## config.mk

```make
export PLATFORM = sky130hd
export DESIGN_NAME = rccr_top
export DESIGN_NICKNAME = d
export VERILOG_FILES = /design/src/rccr_pkg.sv /design/src/rccr_top.sv
export VERILOG_INCLUDE_DIRS = /design/src
export SDC_FILE = /design/constraint.sdc
export NUM_CORES = 1
export LEC_CHECK = 0
export ABC_AREA = 1
export BUFFER_PORTS_ARGS = -buffer_cell sky130_fd_sc_hd__clkbuf_2
export CAP_MARGIN = 0
export CORE_ASPECT_RATIO = 1.2
export CORE_UTILIZATION = 59
export DETAILED_ROUTE_END_ITERATION = 10
export PLACE_DENSITY = 0.86
export SYNTH_ARGS = -nofsm -noshare
export SYNTH_HDL_FRONTEND = slang
export SYNTH_SLANG_ARGS = --single-unit
export TNS_END_PERCENT = 100
```

## constraint.sdc

```tcl
create_clock -name aclk -period 4.3 [get_ports aclk]
set_input_delay 0.215 -clock aclk [delete_from_list [all_inputs] [get_ports aclk]]
set_output_delay 0.215 -clock aclk [all_outputs]
set_load 0.01 [all_outputs]
```

## src/rccr_regs.svh

```systemverilog
// Register map, reset values and timing constants of the radio config bank
`ifndef RCCR_REGS_SVH
`define RCCR_REGS_SVH
// ----------------------------------------------------------------------
// Contract
// - Symbol rate divisor is high byte input plus low byte register.
// - Deviation word is a 6-bit upper field and an 8-bit lower byte.
// - Carrier word is three byte registers, most significant first.
// - Writing one to the calibration trigger starts it; trigger reads zero.
// - Calibration finished reads zero while running, one when done, one at reset.
// - Low index select picks improved or standard frequency correction.
// - Idle unit code 01 is 64 us, 10 is 4.1 ms, 11 is 262 ms.
// - Receive unit code at bits 5-4 uses the same encoding.
// - Accept on signal level alone, or level plus sync match.
// - Action 00 stays in receive and stops the wake cycle.
// - Action 01 waits for frame end, enters operating state, stops cycle.
// - Action 10 waits for frame end, resumes idle, discards at next wake.
// - Idle phase lasts idle count times idle unit.
// - Receive phase lasts receive count times receive unit.
// - Version byte is read only: full revision high, mask revision low.
// - Operating state field encodes five states and reads the current one.
// ----------------------------------------------------------------------

// Register indices; byte address is four times the index
`define RCCR_IDX_RATE_LOW 6'h04
`define RCCR_IDX_DEV_HIGH 6'h05
`define RCCR_IDX_DEV_LOW 6'h06
`define RCCR_IDX_CAR_HIGH 6'h07
`define RCCR_IDX_CAR_MID 6'h08
`define RCCR_IDX_CAR_LOW 6'h09
`define RCCR_IDX_RC_CAL 6'h0A
`define RCCR_IDX_CORR 6'h0B
`define RCCR_IDX_RSVD 6'h0C
`define RCCR_IDX_WAKE_CFG 6'h0D
`define RCCR_IDX_IDLE_CNT 6'h0E
`define RCCR_IDX_RX_CNT 6'h0F
`define RCCR_IDX_VERSION 6'h10
`define RCCR_IDX_STATUS 6'h11

// Field positions
`define RCCR_BIT_CAL_TRIGGER 7
`define RCCR_BIT_CAL_DONE 6
`define RCCR_BIT_LOW_INDEX 5

// Reset values
`define RCCR_RST_RATE_LOW 8'h0B
`define RCCR_RST_DEV_HIGH 6'h00
`define RCCR_RST_DEV_LOW 8'h52
`define RCCR_RST_CAR_HIGH 8'hE4
`define RCCR_RST_CAR_MID 8'hC0
`define RCCR_RST_CAR_LOW 8'h00
`define RCCR_RST_CAL_SPARE 6'h01
`define RCCR_RST_RSVD 8'h02
`define RCCR_RST_WAKE_CFG 8'h92
`define RCCR_RST_IDLE_CNT 8'hF5
`define RCCR_RST_RX_CNT 8'h20

// Timing: unit times in ns and cycle counts at a 20 ns clock
`define RCCR_CLK_PERIOD_NS 20
`define RCCR_UNIT_SHORT_NS 64000
`define RCCR_UNIT_MID_NS 4100000
`define RCCR_UNIT_LONG_NS 262000000
`define RCCR_UNIT_SHORT_CYC (`RCCR_UNIT_SHORT_NS / `RCCR_CLK_PERIOD_NS)
`define RCCR_UNIT_MID_CYC (`RCCR_UNIT_MID_NS / `RCCR_CLK_PERIOD_NS)
`define RCCR_UNIT_LONG_CYC (`RCCR_UNIT_LONG_NS / `RCCR_CLK_PERIOD_NS)
`define RCCR_RC_CAL_CYC 64

`endif

```

## src/rccr_pkg.sv

```systemverilog
// Types shared by the radio config bank
package rccr_pkg;

  // Wake cycle sequencer states
  typedef enum logic [2:0] {
    WAKE_OFF, WAKE_IDLE, WAKE_RX, WAKE_HOLD, WAKE_STOP
  } rccr_wake_e;

  // Wake cycle configuration byte
  typedef struct packed {
    logic [1:0] idle_time_unit;
    logic [1:0] rx_time_unit;
    logic wake_accept_rule;
    logic [1:0] post_accept_action;
    logic spare;
  } rccr_wake_cfg_s;

  // Settings handed to the radio core
  typedef struct packed {
    logic [15:0] symbol_rate_divisor;
    logic [13:0] deviation_word;
    logic [23:0] carrier_word;
    logic low_index_correction_select;
  } rccr_radio_s;

endpackage

```

## src/rccr_top.sv

```systemverilog
// AXI4-Lite register bank with calibration timer and wake cycle sequencer
`timescale 1ns/10ps
`include "rccr_regs.svh"

module rccr_top #(
  parameter int unsigned UNIT_SHORT_CYCLES = `RCCR_UNIT_SHORT_CYC,
  parameter int unsigned UNIT_MID_CYCLES = `RCCR_UNIT_MID_CYC,
  parameter int unsigned UNIT_LONG_CYCLES = `RCCR_UNIT_LONG_CYC,
  parameter int unsigned RC_CAL_CYCLES = `RCCR_RC_CAL_CYC,
  parameter logic [7:0] VERSION_CODE = 8'h5A // Arbitrary value
) (
  // Clock and reset
  input wire logic aclk,
  input wire logic aresetn,
  // AXI4-Lite write channels
  input wire logic [7:0] awaddr,
  input wire logic [2:0] awprot,
  input wire logic awvalid,
  output logic awready,
  input wire logic [31:0] wdata,
  input wire logic [3:0] wstrb,
  input wire logic wvalid,
  output logic wready,
  output logic [1:0] bresp,
  output logic bvalid,
  input wire logic bready,
  // AXI4-Lite read channels
  input wire logic [7:0] araddr,
  input wire logic [2:0] arprot,
  input wire logic arvalid,
  output logic arready,
  output logic [31:0] rdata,
  output logic [1:0] rresp,
  output logic rvalid,
  input wire logic rready,
  // Radio core settings
  input wire logic [7:0] symbol_rate_high,
  output rccr_pkg::rccr_radio_s radio_cfg,
  output logic rc_cal_running,
  // Wake cycle
  input wire logic [2:0] op_state,
  input wire logic wake_cycle_enable,
  input wire logic signal_level_limit,
  input wire logic sync_match,
  input wire logic frame_complete_flag,
  input wire logic rx_timeout,
  output logic wake_rx_on,
  output logic wake_stopped,
  output logic wake_mode_enter,
  output logic fifo_discard
);

  localparam int CAL_BOUND = RC_CAL_CYCLES + 1;
  localparam logic [1:0] RESP_OKAY = 2'h0;
  localparam logic [1:0] RESP_DECERR = 2'h3;

  // ----------------------------------------------------------------------
  // Decode helpers
  // ----------------------------------------------------------------------

  // Word aligned and inside the bank
  function automatic logic addr_hit(input logic [7:0] a);
    addr_hit = (a[1:0] == 2'h0) && (a[7:2] >= `RCCR_IDX_RATE_LOW) &&
               (a[7:2] <= `RCCR_IDX_STATUS);
  endfunction

  // Unit length in cycles; reserved code 00 falls back to the short unit
  function automatic logic [23:0] unit_cycles(input logic [1:0] code);
    case (code)
      2'h2: unit_cycles = 24'(UNIT_MID_CYCLES);
      2'h3: unit_cycles = 24'(UNIT_LONG_CYCLES);
      default: unit_cycles = 24'(UNIT_SHORT_CYCLES);
    endcase
  endfunction

  // ----------------------------------------------------------------------
  // Register state
  // ----------------------------------------------------------------------
  logic [7:0] rate_low_q;
  logic [5:0] dev_high_q;
  logic [7:0] dev_low_q;
  logic [7:0] car_high_q;
  logic [7:0] car_mid_q;
  logic [7:0] car_low_q;
  logic low_index_q;
  rccr_pkg::rccr_wake_cfg_s wake_cfg_q;
  logic [7:0] idle_cnt_q;
  logic [7:0] rx_cnt_q;
  logic cal_busy_q;
  logic [15:0] cal_cnt_q;

  // ----------------------------------------------------------------------
  // AXI4-Lite write path
  // ----------------------------------------------------------------------
  logic aw_held_q;
  logic [7:0] aw_addr_q;
  logic w_held_q;
  logic [7:0] wbyte_q;
  logic wlane_q;
  logic bvalid_q;
  logic [1:0] bresp_q;

  // Address and data are taken in either order; one write in flight
  wire wr_fire = aw_held_q && w_held_q && !bvalid_q;
  wire wr_hit = addr_hit(aw_addr_q);
  wire wr_en = wr_fire && wr_hit && wlane_q;
  wire [5:0] wr_idx = aw_addr_q[7:2];
  assign awready = !aw_held_q && !bvalid_q;
  assign wready = !w_held_q && !bvalid_q;
  assign bvalid = bvalid_q;
  assign bresp = bresp_q;

  // Channel holding registers
  always_ff @(posedge aclk) begin
    if (!aresetn) begin
      aw_held_q <= 1'b0;
      aw_addr_q <= 8'h00;
      w_held_q <= 1'b0;
      wbyte_q <= 8'h00;
      wlane_q <= 1'b0;
    end else begin
      if (awvalid && awready) begin
        aw_held_q <= 1'b1;
        aw_addr_q <= awaddr;
      end else if (wr_fire) begin
        aw_held_q <= 1'b0;
      end
      if (wvalid && wready) begin
        w_held_q <= 1'b1;
        wbyte_q <= wdata[7:0];
        wlane_q <= wstrb[0];
      end else if (wr_fire) begin
        w_held_q <= 1'b0;
      end
    end
  end

  // Write response; unmapped addresses answer with a decode error
  always_ff @(posedge aclk) begin
    if (!aresetn) begin
      bvalid_q <= 1'b0;
      bresp_q <= RESP_OKAY;
    end else if (wr_fire) begin
      bvalid_q <= 1'b1;
      bresp_q <= wr_hit ? RESP_OKAY : RESP_DECERR;
    end else if (bready) begin
      bvalid_q <= 1'b0;
    end
  end

  // ----------------------------------------------------------------------
  // Writable registers
  // ----------------------------------------------------------------------

  // Only writable fields are stored; fixed bits are rebuilt on read
  always_ff @(posedge aclk) begin
    if (!aresetn) begin
      rate_low_q <= `RCCR_RST_RATE_LOW;
      dev_high_q <= `RCCR_RST_DEV_HIGH;
      dev_low_q <= `RCCR_RST_DEV_LOW;
      car_high_q <= `RCCR_RST_CAR_HIGH;
      car_mid_q <= `RCCR_RST_CAR_MID;
      car_low_q <= `RCCR_RST_CAR_LOW;
      low_index_q <= 1'b0;
      wake_cfg_q <= rccr_pkg::rccr_wake_cfg_s'(`RCCR_RST_WAKE_CFG);
      idle_cnt_q <= `RCCR_RST_IDLE_CNT;
      rx_cnt_q <= `RCCR_RST_RX_CNT;
    end else if (wr_en) begin
      case (wr_idx)
        `RCCR_IDX_RATE_LOW: rate_low_q <= wbyte_q;
        `RCCR_IDX_DEV_HIGH: dev_high_q <= wbyte_q[5:0];
        `RCCR_IDX_DEV_LOW: dev_low_q <= wbyte_q;
        `RCCR_IDX_CAR_HIGH: car_high_q <= wbyte_q;
        `RCCR_IDX_CAR_MID: car_mid_q <= wbyte_q;
        `RCCR_IDX_CAR_LOW: car_low_q <= wbyte_q;
        `RCCR_IDX_CORR: low_index_q <= wbyte_q[`RCCR_BIT_LOW_INDEX];
        `RCCR_IDX_WAKE_CFG: begin
          wake_cfg_q <= rccr_pkg::rccr_wake_cfg_s'({wbyte_q[7:1], 1'b0});
        end
        `RCCR_IDX_IDLE_CNT: idle_cnt_q <= wbyte_q;
        `RCCR_IDX_RX_CNT: rx_cnt_q <= wbyte_q;
        default: ;
      endcase
    end
  end

  // Settings as seen by the radio core, one driver in struct field order
  assign radio_cfg = {symbol_rate_high, rate_low_q,
                      dev_high_q, dev_low_q,
                      car_high_q, car_mid_q, car_low_q,
                      low_index_q};

  // ----------------------------------------------------------------------
  // RC oscillator calibration
  // ----------------------------------------------------------------------

  // The trigger is a write strobe only, it is never stored
  wire cal_start = wr_en && (wr_idx == `RCCR_IDX_RC_CAL) &&
                   wbyte_q[`RCCR_BIT_CAL_TRIGGER];
  wire rc_cal_finished = !cal_busy_q;
  assign rc_cal_running = cal_busy_q;

  // A new trigger during a run restarts it rather than being dropped
  always_ff @(posedge aclk) begin
    if (!aresetn) begin
      cal_busy_q <= 1'b0;
      cal_cnt_q <= 16'h0000;
    end else if (cal_start) begin
      cal_busy_q <= 1'b1;
      cal_cnt_q <= 16'h0000;
    end else if (cal_busy_q) begin
      if (cal_cnt_q == 16'(RC_CAL_CYCLES - 1)) begin
        cal_busy_q <= 1'b0;
      end
      cal_cnt_q <= cal_cnt_q + 16'h0001;
    end
  end

  // ----------------------------------------------------------------------
  // Wake cycle sequencer
  // ----------------------------------------------------------------------
  rccr_pkg::rccr_wake_e wake_st_q;
  rccr_pkg::rccr_wake_e wake_st_d;
  logic [23:0] unit_cnt_q;
  logic [7:0] coef_cnt_q;
  logic discard_pend_q;
  logic stop_rx_q;

  // Phase timer: unit prescaler followed by a coefficient counter
  wire in_idle = (wake_st_q == rccr_pkg::WAKE_IDLE);
  wire [23:0] unit_len = in_idle ?
                         unit_cycles(wake_cfg_q.idle_time_unit) :
                         unit_cycles(wake_cfg_q.rx_time_unit);
  wire [7:0] coef_lim = in_idle ? idle_cnt_q : rx_cnt_q;
  wire unit_tick = (unit_cnt_q >= unit_len - 24'h000001);
  wire phase_done = unit_tick &&
                    ({1'b0, coef_cnt_q} + 9'h001 >= {1'b0, coef_lim});
  wire accept = signal_level_limit &&
                (!wake_cfg_q.wake_accept_rule || sync_match);
  wire frame_end = frame_complete_flag || rx_timeout;
  wire [1:0] action = wake_cfg_q.post_accept_action;
  wire st_change = (wake_st_d != wake_st_q);

  // Next state; dropping the enable abandons the cycle from any state
  always_comb begin
    wake_st_d = wake_st_q;
    case (wake_st_q)
      rccr_pkg::WAKE_OFF: begin
        if (wake_cycle_enable) wake_st_d = rccr_pkg::WAKE_IDLE;
      end
      rccr_pkg::WAKE_IDLE: begin
        if (!wake_cycle_enable) wake_st_d = rccr_pkg::WAKE_OFF;
        else if (phase_done) wake_st_d = rccr_pkg::WAKE_RX;
      end
      rccr_pkg::WAKE_RX: begin
        if (!wake_cycle_enable) begin
          wake_st_d = rccr_pkg::WAKE_OFF;
        end else if (accept) begin
          // Reserved action 11 is handled like 00
          if (action == 2'h1 || action == 2'h2) begin
            wake_st_d = rccr_pkg::WAKE_HOLD;
          end else begin
            wake_st_d = rccr_pkg::WAKE_STOP;
          end
        end else if (phase_done) begin
          wake_st_d = rccr_pkg::WAKE_IDLE;
        end
      end
      rccr_pkg::WAKE_HOLD: begin
        if (!wake_cycle_enable) begin
          wake_st_d = rccr_pkg::WAKE_OFF;
        end else if (frame_end) begin
          wake_st_d = (action == 2'h2) ? rccr_pkg::WAKE_IDLE
                                       : rccr_pkg::WAKE_STOP;
        end
      end
      rccr_pkg::WAKE_STOP: begin
        if (!wake_cycle_enable) wake_st_d = rccr_pkg::WAKE_OFF;
      end
      default: wake_st_d = rccr_pkg::WAKE_OFF;
    endcase
  end

  // State and phase counters; counters restart on every state change
  always_ff @(posedge aclk) begin
    if (!aresetn) begin
      wake_st_q <= rccr_pkg::WAKE_OFF;
      unit_cnt_q <= 24'h000000;
      coef_cnt_q <= 8'h00;
    end else begin
      wake_st_q <= wake_st_d;
      if (st_change) begin
        unit_cnt_q <= 24'h000000;
        coef_cnt_q <= 8'h00;
      end else if (unit_tick) begin
        unit_cnt_q <= 24'h000000;
        coef_cnt_q <= coef_cnt_q + 8'h01;
      end else begin
        unit_cnt_q <= unit_cnt_q + 24'h000001;
      end
    end
  end

  // Discard is owed after a resumed cycle and paid at the next wake-up
  wire resume_idle = (wake_st_q == rccr_pkg::WAKE_HOLD) &&
                     (wake_st_d == rccr_pkg::WAKE_IDLE);
  wire rx_wakeup = in_idle && (wake_st_d == rccr_pkg::WAKE_RX);
  always_ff @(posedge aclk) begin
    if (!aresetn) begin
      discard_pend_q <= 1'b0;
      stop_rx_q <= 1'b0;
    end else begin
      if (resume_idle) begin
        discard_pend_q <= 1'b1;
      end else if (rx_wakeup || wake_st_q == rccr_pkg::WAKE_OFF) begin
        discard_pend_q <= 1'b0;
      end
      if (wake_st_q != rccr_pkg::WAKE_STOP) begin
        stop_rx_q <= (wake_st_q == rccr_pkg::WAKE_RX);
      end
    end
  end

  // Sequencer outputs to the radio core
  assign fifo_discard = rx_wakeup && discard_pend_q;
  assign wake_mode_enter = (wake_st_q == rccr_pkg::WAKE_HOLD) &&
                           (wake_st_d == rccr_pkg::WAKE_STOP);
  assign wake_stopped = (wake_st_q == rccr_pkg::WAKE_STOP);
  assign wake_rx_on = (wake_st_q == rccr_pkg::WAKE_RX) ||
                      (wake_st_q == rccr_pkg::WAKE_HOLD) ||
                      (wake_stopped && stop_rx_q);

  // ----------------------------------------------------------------------
  // AXI4-Lite read path
  // ----------------------------------------------------------------------
  logic rvalid_q;
  logic [7:0] rbyte_q;
  logic [1:0] rresp_q;
  logic [7:0] rd_byte;
  wire rd_hit = addr_hit(araddr);
  wire ar_fire = arvalid && arready;
  assign arready = !rvalid_q;
  assign rvalid = rvalid_q;
  assign rdata = {24'h000000, rbyte_q};
  assign rresp = rresp_q;

  // Read mux; fixed bits are constants so writes cannot disturb them
  always_comb begin
    case (araddr[7:2])
      `RCCR_IDX_RATE_LOW: rd_byte = rate_low_q;
      `RCCR_IDX_DEV_HIGH: rd_byte = {2'h0, dev_high_q};
      `RCCR_IDX_DEV_LOW: rd_byte = dev_low_q;
      `RCCR_IDX_CAR_HIGH: rd_byte = car_high_q;
      `RCCR_IDX_CAR_MID: rd_byte = car_mid_q;
      `RCCR_IDX_CAR_LOW: rd_byte = car_low_q;
      `RCCR_IDX_RC_CAL: begin
        rd_byte = {1'b0, rc_cal_finished, `RCCR_RST_CAL_SPARE};
      end
      `RCCR_IDX_CORR: rd_byte = {2'h0, low_index_q, 5'h00};
      `RCCR_IDX_RSVD: rd_byte = `RCCR_RST_RSVD;
      `RCCR_IDX_WAKE_CFG: rd_byte = wake_cfg_q;
      `RCCR_IDX_IDLE_CNT: rd_byte = idle_cnt_q;
      `RCCR_IDX_RX_CNT: rd_byte = rx_cnt_q;
      `RCCR_IDX_VERSION: rd_byte = VERSION_CODE;
      `RCCR_IDX_STATUS: begin
        rd_byte = {3'h0, wake_stopped, wake_rx_on, op_state};
      end
      default: rd_byte = 8'h00;
    endcase
  end

  // Read data is registered; one read in flight
  always_ff @(posedge aclk) begin
    if (!aresetn) begin
      rvalid_q <= 1'b0;
      rbyte_q <= 8'h00;
      rresp_q <= RESP_OKAY;
    end else if (ar_fire) begin
      rvalid_q <= 1'b1;
      rbyte_q <= rd_hit ? rd_byte : 8'h00;
      rresp_q <= rd_hit ? RESP_OKAY : RESP_DECERR;
    end else if (rready) begin
      rvalid_q <= 1'b0;
    end
  end
endmodule

```

==> summary.md <==
| Metric | Value |
|---|---|
| RSZ-0062 raised after global routing | `no` |
| Row cnt | `46` |
| Hold crit path type | `input pin to register` |
| FMAX | `0.2561 GHz` |
| Root Buffer | `clkbuf_16` |
| Core Box Area | `13,180 sq um` |
| PortBufs | `108` |
| Hold Fails Final Rpt | `0` |
| Share of cells above drive strength 1 | `0.1597` |
| GRT overflow | `0` |
| Leak | `approximately 3.9 nW` |
| Vias per inst | `5.627` |
| Number of max-cap violations | `0` |
| Die W | `~110 um` |
| Worst Max-Slew Pin Slew | `1.110 ns` |
| Initial antenna violation count | `0` |
| Clock buffer depth | `2` |
| Num CTS Buffers | `17` |
| Largest net degree at the start of global routing | `64` |
| Drt first pass iters | `5` |
| Power Density | `around 350 nW/um^2` |
| Critical path class | `register to primary output` |
| First-pass GRT wire length | `32,930 um` |
| Nets | `roughly 1.3k` |
| Worst-Skew Late Latency | `0.43 ns` |
| Number of DRC markers in iteration 0 | `598` |
| Via count | `7,534` |
| Peak supply drop | `roughly 300 uV` |
| HPWL after DPL | `14,980 um` |
| I/O Pins | `182` |
| YS warnings | `0` |
| Clock skew | `around 0.011 ns` |
| Placer Congestion | `0.9202` |
| Final core utilization | `0.6794` |
| Status | `finished, final reports clean` |
| Hold buffers post-CTS | `0` |
| Synthesized cell area | `7945 sq um` |
| Normalized max-slew margin | `0.2574` |
| Setup crit end kind | `primary output` |
| Die H | `~130 um` |
| Total inserted antenna cells | `0` |
| Minimum clock period | `3.905 ns` |
| P&R area growth vs syn | `12.71%` |
| CP arrival | `approximately 3.7 ns` |
| Number of global-route vias before repair | `about 6.9k` |
| Fin Setup TNS | `0 ns` |
| Clock Sinks | `155` |
| CTS tree | `yes` |
| # resized after CTS | `0` |
| Sequential share of the synthesized area | `0.3906` |
| Worst-path maximum fanout | `20` |
| Crit start category | `register` |
| Finish-stage setup viols | `0` |
| Worst Path Required | `4.09 ns` |
| Overall routed net length | `20,450 um` |
| Netlist cell types | `between 40 and 50` |
| Final Max Tran Viols | `0` |
| H-tree depth | `4` |
| Routed length per instance | `15.27 um` |
| Worst-path clk slew | `around 0.06 ns` |
| Drc violations | `0` |
| Starting Density | `0.6028` |
| GRT Total Usage | `0.3039` |
| Final period utilization | `0.9081` |
| Synth Register Bits | `155` |
| Die footprint | `13,940 sq um` |
| Setup repair bufs after CTS | `0` |
| Syn_area_per_cell | `7.418 sq um` |
| Antenna Nets Post-Route | `0` |
| Post-Syn Instances | `1,071` |
==> area by class of cell <==
class                      count  area (sq um)
fill                        1151          4225
multi-input combinational    723          3951
sequential                   155          3103
timing repair buffer         112         570.5
inverter                     149         559.3
clock buffer                  20         446.7
tap                          168         210.2
clock inverter                12         113.9
==> worst max-delay path: stages, from the launching register on <==
cell and delay (ns):
dfxtp_1 0.36, inv_1 0.17, nand3_2 0.33, nand2_1 0.26, nor2_1 0.07, a31oi_1 0.15
inv_1 0.09, ha_1 0.28, inv_1 0.05, nor2_1 0.04, o21ai_0 0.16, o211ai_1 0.13
nand4_1 0.13, nand3_2 0.27, nand2_2 0.17, nand2_1 0.06, nand2_1 0.05, nand2_1 0.06
nand2_2 0.08, nand3_2 0.09, nor2_1 0.13, clkbuf_2 0.15
==> flip-flops by register name, indices dropped and copies added, names as in the netlist, 6 cells and up <==
register / flops
rate_low_q: 8
idle_cnt_q: 8
coef_cnt_q: 8
car_high_q: 8
unit_cnt_q: 24
rbyte_q: 8
dev_high_q: 6
aw_addr_q: 8
car_low_q: 8
car_mid_q: 8
rx_cnt_q: 8
wbyte_q: 8
dev_low_q: 8
cal_cnt_q: 16
==> cells in the mapped netlist (all sizes together) <==
cell | count | area share
ha | 25 | 0.039
xnor2 | 11 | 0.012
a311oi | 2 | 0.0022
o2111ai | 2 | 0.0022
a211oi | 12 | 0.011
a21oi | 99 | 0.063
o211ai | 6 | 0.0057
xor2 | 25 | 0.028
or2 | 3 | 0.0024
o21bai | 1 | 0.00095
a31o | 1 | 0.0011
a221o | 1 | 0.0013
buf | 46 | 0.043
nor4 | 3 | 0.0024
nor3b | 3 | 0.0028
o21a | 4 | 0.0038
nand3b | 1 | 0.00095
clkbuf | 22 | 0.010
mux2i | 4 | 0.0050
o2111a | 2 | 0.0028
nand2 | 137 | 0.068
a31oi | 6 | 0.0047
nor2 | 137 | 0.079
nor3 | 24 | 0.016
o22ai | 17 | 0.013
a2111oi | 3 | 0.0033
inv | 149 | 0.070
nand3 | 52 | 0.037
a221oi | 1 | 0.0011
o21ai | 100 | 0.063
nand4 | 11 | 0.0087
dfxtp | 155 | 0.39
o41ai | 4 | 0.0044
o31ai | 1 | 0.00095
conb | 1 | 0.00047
==> logic make-up (layout without fill, tap and decap cells) <==
family / after synthesis / after routing / synth area share
buf+inv: 217 / 293 / 0.1235
fa+ha+maj: 25 / 25 / 0.03937
flops: 155 / 155 / 0.3906
compound gates: 262 / 262 / 0.1855
xor+xnor: 36 / 36 / 0.03968
other cells: 1 / 25 / 0.0004720
simple gates: 371 / 371 / 0.2159
mux: 4 / 4 / 0.005040
==> layer usage <==
| layer | up-vias | wire length, um | global-route usage |
|---|---|---|---|
| met5 | - | 0 | 0 |
| met4 | 0 | 1010 | 0.1757 |
| li1 | 3662 | - | - |
| met1 | 3430 | 8146 | 0.3628 |
| met2 | 368 | 9640 | 0.5064 |
| met3 | 74 | 1652 | 0.06237 |
==> through the flow <==
stage / area, sq um / total power [mW] / setup slack (ns) / hold slack [ns] / instances
final: 8955 / 3.156 / 0.3950 / 0.03548 / 1339
after global routing: 8955 / 3.243 / 0.04982 / 0.06350 / 1339
after CTS: 8955 / 3.150 / 0.3630 / 0.02791 / 1339
after detailed placement: 8394 / 1.735 / 0.5642 / 0.4301 / 1307
after global placement: 8394 / 1.732 / 0.6235 / 0.4283 / 1307
after floorplan: 8035 / 1.689 / 1.460 / 0.3783 / 1095
==> power breakdown <==
| part | switching (mW) | internal [mW] | leakage, nW | total (mW) |
|---|---|---|---|---|
| Combinational | 0.160 | 0.0634 | 2.39 | 0.223 |
| Sequential | 0.0278 | 1.46 | 1.25 | 1.49 |
| Clock | 0.628 | 0.819 | 0.276 | 1.45 |
| Total | 0.816 | 2.34 | 3.92 | 3.16 |
==> final timing paths <==
check | startpoint | to | slack, ns | cells after the start
setup / recovery | wake_st_q[1]$_SDFF_PN0_ | fifo_discard | 0.39 | 21
hold / removal | bready | bvalid$_SDFFE_PN0P_ | 0.04 | 4
setup reg to reg | wake_st_q[1]$_SDFF_PN0_ | unit_cnt_q[0]$_SDFF_PP0_ | 0.46 | 24
hold reg to reg | unit_cnt_q[0]$_SDFF_PP0_ | unit_cnt_q[0]$_SDFF_PP0_ | 0.46 | 1
==> cells in the final DEF (no fill, tap or decap), types with 6 or more instances in the layout <==
cell       Yosys  layout
ha_1          25      25
nand2_2        6       6
o211ai_1       6       6
nand2_1      130     130
nor2_1       114     114
nand3_2        6       6
nor3_1        23      23
xnor2_1       11      11
conb_1         1      25
inv_1        147     147
nor2_2        12      12
dfxtp_1      155     155
nand3_1       46      46
o21ai_0       99      99
xor2_1        25      25
clkbuf_16      0      17
nand4_1       11      11
a211oi_1      12      12
o22ai_1       17      17
clkbuf_2       0     108
a31oi_1        6       6
a21oi_1       98      98
nor2_4        11      11
Note: power is estimated with default switching activity, not from simulation.
